[config.mk]
export PLATFORM = sky130hd
export DESIGN_NAME = clpm_master
export DESIGN_NICKNAME = d
export VERILOG_FILES = /design/src/hw/clpm_master.v
export VERILOG_INCLUDE_DIRS = /design/src /design/src/hw
export SDC_FILE = /design/constraint.sdc
export NUM_CORES = 2
export LEC_CHECK = 0
export BUFFER_PORTS_ARGS = -buffer_cell sky130_fd_sc_hd__buf_2
export CAP_MARGIN = 20
export CORE_ASPECT_RATIO = 0.5
export CORE_MARGIN = 5
export CORE_UTILIZATION = 50
export DETAILED_ROUTE_END_ITERATION = 16
export PLACE_DENSITY = 0.66
export SYNTH_ARGS = -nofsm -noshare
export SYNTH_HDL_FRONTEND = slang
export SYNTH_SLANG_ARGS = --single-unit
[constraint.sdc]
create_clock -name clk -period 10 [get_ports clk]
set_input_delay 2 -clock clk [delete_from_list [all_inputs] [get_ports clk]]
set_output_delay 2 -clock clk [all_outputs]
set_load 0.05 [all_outputs]
[src/hw/clpm_master_regs.vh]
// Constants for the current loop polling master
`ifndef CLPM_MASTER_REGS_VH
`define CLPM_MASTER_REGS_VH
// ----------------------------------------------------------------
// Message kinds
// ----------------------------------------------------------------
`define CLPM_K_POLL 3'h0
`define CLPM_K_CMD 3'h1
`define CLPM_K_ACK 3'h2
`define CLPM_K_REL 3'h3
// ----------------------------------------------------------------
// Baud rate selections and rates
// ----------------------------------------------------------------
`define CLPM_B110 3'h0
`define CLPM_B300 3'h1
`define CLPM_B600 3'h2
`define CLPM_B1200 3'h3
`define CLPM_B2400 3'h4
`define CLPM_RATE_110 110
`define CLPM_RATE_300 300
`define CLPM_RATE_600 600
`define CLPM_RATE_1200 1200
`define CLPM_RATE_2400 2400
// ----------------------------------------------------------------
// Counts, in bit times where timed, and the clock rate in Hz
// ----------------------------------------------------------------
`define CLPM_MAX_UNITS 240
`define CLPM_RETRIES 2'h3
`define CLPM_TIMEOUT_BITS 16'h0040
`define CLPM_LOOPBACK_BITS 16'h0100
`define CLPM_CLK_HZ 200000000
// ----------------------------------------------------------------
// Reset values
// ----------------------------------------------------------------
`define CLPM_RST_ADDR 8'h01
`endif

[src/hw/clpm_master.v]
// Current loop polling master: scan, commands, loop fault location
`timescale 1ns/100ps
`include "clpm_master_regs.vh"
`default_nettype none
module clpm_master #(
  parameter CLK_HZ    = `CLPM_CLK_HZ,
  parameter MAX_UNITS = `CLPM_MAX_UNITS
)(
  // Clock and reset
  input  wire       clk,
  input  wire       rst_n,
  // Configuration
  input  wire       side_primary,
  input  wire [2:0] baud_sel,
  input  wire [7:0] unit_count,
  // Command request
  input  wire       cmd_valid,
  input  wire [7:0] cmd_addr,
  input  wire [7:0] cmd_data,
  output reg        cmd_done,
  output reg        cmd_refused,
  // Message framer
  input  wire       tx_ready,
  output reg        tx_valid,
  output reg        tx_port_b,
  output reg  [2:0] tx_kind,
  output reg  [7:0] tx_addr,
  output reg  [7:0] tx_data,
  output reg        port_a_tx_en,
  output reg        port_b_tx_en,
  output reg [23:0] bit_div,
  input  wire       rx_valid,
  input  wire [7:0] rx_addr,
  input  wire [7:0] rx_data,
  input  wire       rx_new,
  input  wire       rx_dup,
  input  wire       echo_b,
  // Status
  output reg        rpt_valid,
  output reg  [7:0] rpt_addr,
  output reg  [7:0] rpt_data,
  output reg        unit_found,
  output reg        offline_valid,
  output reg        dup_valid,
  output reg  [7:0] evt_addr,
  output reg        loop_fault,
  output reg  [7:0] fault_pos_a,
  output reg  [7:0] fault_pos_b
);
  // ----------------------------------------------------------------
  // States
  // ----------------------------------------------------------------
  localparam S_IDLE  = 3'h0;
  localparam S_NEXT  = 3'h1;
  localparam S_WAIT  = 3'h2;
  localparam S_ACK   = 3'h3;
  localparam S_LOOP  = 3'h4;
  localparam S_REL   = 3'h5;
  localparam S_RWAIT = 3'h6;

  function [23:0] div_of;
    input [2:0]  sel;
    reg   [31:0] q;
    begin
      case (sel)
        `CLPM_B110:  q = CLK_HZ / `CLPM_RATE_110;
        `CLPM_B300:  q = CLK_HZ / `CLPM_RATE_300;
        `CLPM_B600:  q = CLK_HZ / `CLPM_RATE_600;
        `CLPM_B1200: q = CLK_HZ / `CLPM_RATE_1200;
        default:     q = CLK_HZ / `CLPM_RATE_2400;
      endcase
      div_of = q[23:0];
    end
  endfunction

  function [7:0] wrap_next;
    input [7:0] a;
    input [7:0] last;
    begin
      wrap_next = (a >= last) ? `CLPM_RST_ADDR : a + 8'h01;
    end
  endfunction

  reg   [2:0]         state;
  reg  [23:0]         bit_cnt;
  reg                 tick;
  reg  [15:0]         tmr;
  reg   [1:0]         tries;
  reg                 echo_seen;
  reg                 cur_cmd;
  reg   [7:0]         cur_addr;
  reg   [7:0]         scan_addr;
  reg   [7:0]         hop;
  reg   [7:0]         last_seen;
  reg                 rel_b;
  reg [MAX_UNITS:0]   present;
  reg [MAX_UNITS:0]   offline;
  reg [MAX_UNITS:0]   dup;
  reg [MAX_UNITS:0]   via_b;
  wire  [7:0]         last_addr;
  wire                reply;

  // Count clamp keeps the scan inside the supported population
  assign last_addr = (unit_count > MAX_UNITS) ? MAX_UNITS[7:0] : unit_count;
  assign reply     = rx_valid && (rx_addr == cur_addr);

  // ----------------------------------------------------------------
  // Bit time tick
  // ----------------------------------------------------------------
  always @(posedge clk)
  begin
    if (!rst_n)
    begin
      bit_cnt <= 24'h000000;
      tick    <= 1'b0;
      bit_div <= 24'h000000;
    end
    else
    begin
      bit_div <= div_of(baud_sel);
      tick    <= (bit_cnt + 24'h000001 >= bit_div);
      bit_cnt <= (bit_cnt + 24'h000001 >= bit_div) ? 24'h000000 : bit_cnt + 24'h000001;
    end
  end

  // ----------------------------------------------------------------
  // Scan, command and fault location sequencer
  // ----------------------------------------------------------------
  always @(posedge clk)
  begin
    cmd_done      <= 1'b0;
    cmd_refused   <= 1'b0;
    tx_valid      <= 1'b0;
    rpt_valid     <= 1'b0;
    unit_found    <= 1'b0;
    offline_valid <= 1'b0;
    dup_valid     <= 1'b0;
    if (!rst_n)
    begin
      state        <= S_IDLE;
      tmr          <= 16'h0000;
      tries        <= 2'h0;
      echo_seen    <= 1'b0;
      cur_cmd      <= 1'b0;
      cur_addr     <= `CLPM_RST_ADDR;
      scan_addr    <= `CLPM_RST_ADDR;
      hop          <= 8'h00;
      last_seen    <= 8'h00;
      rel_b        <= 1'b0;
      present      <= {(MAX_UNITS+1){1'b0}};
      offline      <= {(MAX_UNITS+1){1'b0}};
      dup          <= {(MAX_UNITS+1){1'b0}};
      via_b        <= {(MAX_UNITS+1){1'b0}};
      tx_port_b    <= 1'b0;
      tx_kind      <= `CLPM_K_POLL;
      tx_addr      <= 8'h00;
      tx_data      <= 8'h00;
      port_a_tx_en <= 1'b0;
      port_b_tx_en <= 1'b0;
      rpt_addr     <= 8'h00;
      rpt_data     <= 8'h00;
      evt_addr     <= 8'h00;
      loop_fault   <= 1'b0;
      fault_pos_a  <= 8'h00;
      fault_pos_b  <= 8'h00;
    end
    else
    begin
      if (tick && tmr != 16'h0000)
        tmr <= tmr - 16'h0001;
      if (!side_primary)
      begin
        state        <= S_IDLE;
        port_a_tx_en <= 1'b0;
        port_b_tx_en <= 1'b0;
      end
      else
      begin
        case (state)
          S_IDLE:
          begin
            port_a_tx_en <= 1'b1;
            port_b_tx_en <= loop_fault;
            state        <= S_NEXT;
          end
          S_NEXT:
          begin
            if (cmd_valid && dup[cmd_addr])
              cmd_refused <= 1'b1;
            else if (tx_ready)
            begin
              cur_cmd   <= cmd_valid;
              cur_addr  <= cmd_valid ? cmd_addr : scan_addr;
              tx_kind   <= cmd_valid ? `CLPM_K_CMD : `CLPM_K_POLL;
              tx_addr   <= cmd_valid ? cmd_addr : scan_addr;
              tx_data   <= cmd_valid ? cmd_data : 8'h00;
              tx_port_b <= loop_fault && via_b[cmd_valid ? cmd_addr : scan_addr];
              tx_valid  <= 1'b1;
              echo_seen <= 1'b0;
              tries     <= 2'h0;
              tmr       <= `CLPM_TIMEOUT_BITS;
              state     <= S_WAIT;
            end
          end
          S_WAIT:
          begin
            if (loop_fault && echo_seen && !tx_port_b)
            begin
              loop_fault <= 1'b0;
              via_b      <= {(MAX_UNITS+1){1'b0}};
              port_b_tx_en <= 1'b0;
            end
            if (reply)
            begin
              if (!loop_fault && !echo_seen)
                state <= S_LOOP;
              else
              begin
                offline[cur_addr] <= 1'b0;
                present[cur_addr] <= 1'b1;
                unit_found        <= !present[cur_addr];
                evt_addr          <= cur_addr;
                if (rx_dup)
                begin
                  dup[cur_addr] <= 1'b1;
                  dup_valid     <= 1'b1;
                end
                cmd_done <= cur_cmd;
                if (!cur_cmd)
                  scan_addr <= wrap_next(scan_addr, last_addr);
                rpt_valid <= rx_new;
                rpt_addr  <= cur_addr;
                rpt_data  <= rx_data;
                state     <= rx_new ? S_ACK : S_NEXT;
              end
            end
            else if (tmr == 16'h0000)
            begin
              if (!loop_fault && !echo_seen)
                state <= S_LOOP;
              else if (tries != `CLPM_RETRIES)
              begin
                if (tx_ready)
                begin
                  tries     <= tries + 2'h1;
                  tx_valid  <= 1'b1;
                  echo_seen <= 1'b0;
                  tmr       <= `CLPM_TIMEOUT_BITS;
                end
              end
              else
              begin
                offline[cur_addr] <= 1'b1;
                offline_valid     <= !offline[cur_addr];
                evt_addr          <= cur_addr;
                if (!cur_cmd)
                  scan_addr <= wrap_next(scan_addr, last_addr);
                state <= S_NEXT;
              end
            end
          end
          S_ACK:
          begin
            if (tx_ready)
            begin
              tx_kind  <= `CLPM_K_ACK;
              tx_valid <= 1'b1;
              state    <= S_NEXT;
            end
          end
          S_LOOP:
          begin
            if (port_a_tx_en)
            begin
              port_a_tx_en <= 1'b0;
              port_b_tx_en <= 1'b0;
              tmr          <= `CLPM_LOOPBACK_BITS;
            end
            else if (tmr == 16'h0000)
            begin
              port_a_tx_en <= 1'b1;
              rel_b        <= 1'b0;
              hop          <= `CLPM_RST_ADDR;
              last_seen    <= 8'h00;
              via_b        <= {(MAX_UNITS+1){1'b0}};
              state        <= S_REL;
            end
          end
          S_REL:
          begin
            if (tx_ready)
            begin
              tx_kind   <= `CLPM_K_REL;
              tx_addr   <= hop;
              tx_data   <= 8'h00;
              tx_port_b <= rel_b;
              tx_valid  <= 1'b1;
              tmr       <= `CLPM_TIMEOUT_BITS;
              state     <= S_RWAIT;
            end
          end
          S_RWAIT:
          begin
            if (rx_valid)
            begin
              last_seen       <= rx_addr;
              via_b[rx_addr]  <= rel_b;
              offline[rx_addr] <= 1'b0;
              hop             <= hop + 8'h01;
              state           <= (hop >= last_addr) ? S_RWAIT : S_REL;
              tmr             <= (hop >= last_addr) ? 16'h0000 : tmr;
            end
            else if (tmr == 16'h0000)
            begin
              if (!rel_b)
              begin
                fault_pos_a  <= last_seen;
                rel_b        <= 1'b1;
                port_b_tx_en <= 1'b1;
                hop          <= `CLPM_RST_ADDR;
                last_seen    <= 8'h00;
                state        <= S_REL;
              end
              else
              begin
                fault_pos_b <= last_seen;
                loop_fault  <= 1'b1;
                state       <= S_NEXT;
              end
            end
          end
          default:
            state <= S_IDLE;
        endcase
      end
      if (echo_b)
        echo_seen <= 1'b1;
    end
  end
endmodule
`default_nettype wire

==> impl_metrics.ini <==
[synth]
async_reset_ff_share_pct = 0
syn-instance-count = 6686
synth.avg_cell_area_sq_um = 8.11
synth.area.top_cells = dfxtp_1 42%, o21ai_0 9.2%, mux4_2 8.6%
synth_largest_area_cell = dfxtp_1
synth_top_flop_cell = dfxtp_1
ys_types = 80
yosysWarnings = 0
yosysTopAreaCellShare_pct = 41.6
syn_area_sq_um = 54200
synth-seq-cells = 1127
yosysSeqAreaShare_pct = 41.6
synth_edf_count = 0

[clocking]
htree_levels = 3
cts.reportedPaths.clkPinSlew_ns = 0.07
cts_resized = 0
cts_num_sinks = 1127
tritoncts = done
clk_path_buf_depth = 3
post-cts-setup-buffers = 0
cts_buffers = 103
clkLatencyLatePin_ns = 0.74
cts_hold_buf = 0
ctsRootBufferMaster = clkbuf_16

[global_routing]
grt_pass1_wl_um = 297000
track_usage_pct = 32.9
antenna_found_initial = 5
grt_pass1_vias = 48500
grt_overflow = 0
grt_max_degree = 253

[drt]
highest_layer = met4
ant_nets = 0
wl_met2_um = 84200
drt_iter0_drc = 7244
viasPerCell = 6.48
wirelength_um = 198000
route.met3.wl_um = 23400
drc = 0
wl_per_cell_um = 24.8
wl_met1_um = 78000
drt_pass1_iterations = 7
num_vias = 51500

[worst_setup_path]
path_class = in -> reg
worstPathRequired_ns = 10.58
cp-start-kind = primary input
critPathMaxFanout = 30
cp-end-kind = register
worstPathArrival_ns = 6.79

[placed_design]
gp_congestion = 0.953
dp_cells = 7749
dp_hpwl_um = 119000
io_buffers = 141

[sta]
skew_ns = 0.0248
rsz0062_at_grt = false
hold_violations = 0
tightest_slew_ns = 1.74
max_freq_mhz = 161
relSlewSlack_pct = -16.3
setup_viol = 0
setup_tns_ns = 0
finalCritPeriodShare_pct = 62.1
slew_viol_final = 148
fin_crit_ns = 6.21

[cells_and_area]
areaGrowthSynthToFinish_pct = 8.87
nets = 6526
final_layout_size_suffix_gt1_share_pct = 11.2
layout.cells.non_filler = 7956

[floorplanning]
core_area_sq_um = 108000
die_w_um = 476
fp-row-count = 85
dieHeight_um = 243
initial_core_util_pct = 50.4
dieArea_sq_um = 116000
ios = 146

[hold_path]
min_path_type = reg -> reg

[power_and_ir_drop]
total_power_uw = 9530
vdd_ir_drop_max_mv = 0.116
power_density_nw_per_um2 = 161
p_leak_uw = 0.0203

[outcome]
violations = slew limit
status = finished, violations left

[run]
drv_cap = 0
[Yosys cell counts, drive strengths merged, types with 4 or more instances]
| master | number |
|---|---|
| a31o | 5 |
| a22o | 5 |
| o311ai | 4 |
| xnor2 | 35 |
| o211ai | 10 |
| a211oi | 12 |
| or3 | 7 |
| mux2i | 140 |
| a22oi | 238 |
| o21a | 226 |
| mux2 | 11 |
| a32o | 4 |
| nand2b | 36 |
| and3 | 20 |
| nor3 | 38 |
| and2 | 29 |
| o21ai | 1000 |
| a32oi | 10 |
| o31ai | 11 |
| xor2 | 18 |
| a31oi | 8 |
| o41ai | 4 |
| a311oi | 11 |
| or4 | 5 |
| nand2 | 1227 |
| mux4 | 207 |
| nor4 | 14 |
| inv | 35 |
| nor2b | 30 |
| ha | 42 |
| clkbuf | 488 |
| a21o | 33 |
| buf | 128 |
| a2111oi | 7 |
| or2 | 5 |
| o2111ai | 6 |
| nand4 | 40 |
| dfxtp | 1127 |
| a21oi | 364 |
| nor2 | 884 |
| a211o | 5 |
| nand3 | 128 |
| a221oi | 5 |
[layout by cell type, fill, tap and decap left out, types with 11 or more instances in the layout]
master / instances
a21oi_1: 362
clkbuf_16: 104
clkinv_2: 19
ha_1: 42
o21a_1: 226
a311oi_1: 11
and2_1: 28
nor2_1: 849
buf_4: 97
mux2i_1: 136
nand4_1: 40
a211oi_1: 11
a21o_1: 33
nand2_1: 1226
buf_2: 139
and3_1: 20
a22oi_1: 237
bufinv_16: 15
o21ai_0: 999
dfxtp_1: 1123
nor2_2: 11
nor3_1: 22
inv_1: 34
nand3_1: 125
nor4_1: 11
nor3_2: 15
xor2_1: 18
nor2b_1: 29
clkbuf_8: 21
nand2b_1: 36
nor2_4: 24
xnor2_1: 35
clkbuf_1: 20
mux4_2: 207
[metal layers]
metal,GRT usage (%),vias up
met5,0,-
met4,17.7,0
met3,8.29,716
met2,48.7,3204
met1,44.3,24900
li1,-,22700
[critical path, cell delays in order]
cell	delay [ns]
buf_2	0.61
buf_4	0.59
nor2b_1	0.75
a21oi_1	0.15
a32o_1	0.31
o2111ai_1	0.34
nand4_1	0.47
or4b_2	1.02
and2_1	0.26
a21oi_1	0.16
nor2_1	0.06
[layout make-up]
cell class	instances	area, sq um
antenna	4	10.0
clock buffer	145	2970
clock inverter	45	643
fill	9762	48600
inverter	36	143
multi-input combinational	4913	29200
sequential	1127	22600
tap	1435	1800
timing repair buffer	251	1690
[report_power, final]
part / internal, uW / switching (uW)
registers: 4520 / 36.8
clock network: 2460 / 1850
logic: 180 / 482
total: 7160 / 2370
[cell families (layout without fill, tap and decap cells)]
group | count (synthesis) | count (layout) | share of synthesized area, %
flops | 1127 | 1127 | 41.6
mux | 358 | 358 | 11.4
fa+ha+maj | 42 | 42 | 0.969
compound gates | 1980 | 1980 | 21.4
buf+inv | 652 | 477 | 5.15
simple gates | 2473 | 2473 | 18.6
other cells | 1 | 11 | 0.00691
xor+xnor | 53 | 53 | 0.856
[path summary, 6_finish.rpt]
kind,from,end,depth (start not counted),slack (ns)
worst max-delay path,cmd_addr[1],echo_seen$_SDFFE_PN0P_,11,3.79
worst min-delay path,present[71]$_SDFFE_PN0P_,present[71]$_SDFFE_PN0P_,2,0.45
worst max register to register,tmr[6]$_SDFFE_PN0P_,via_b[50]$_SDFFE_PN0P_,10,4.36
worst min register to register,present[71]$_SDFFE_PN0P_,present[71]$_SDFFE_PN0P_,2,0.45
[through the flow]
step | hold WS (ns) | setup WS (ns) | cell area [sq um] | util [%]
2_1_floorplan | 0.420 | 5.07 | 54300 | -
3_3_place_gp | 0.428 | 3.11 | 55200 | 51.3
3_5_place_dp | 0.437 | 3.30 | 55300 | 51.3
4_1_cts | 0.452 | 4.06 | 58900 | 54.7
5_1_grt | 0.473 | 3.81 | 59000 | 54.9
6_report | 0.450 | 3.79 | 59000 | 54.9
(Power assumes the default switching activity.)
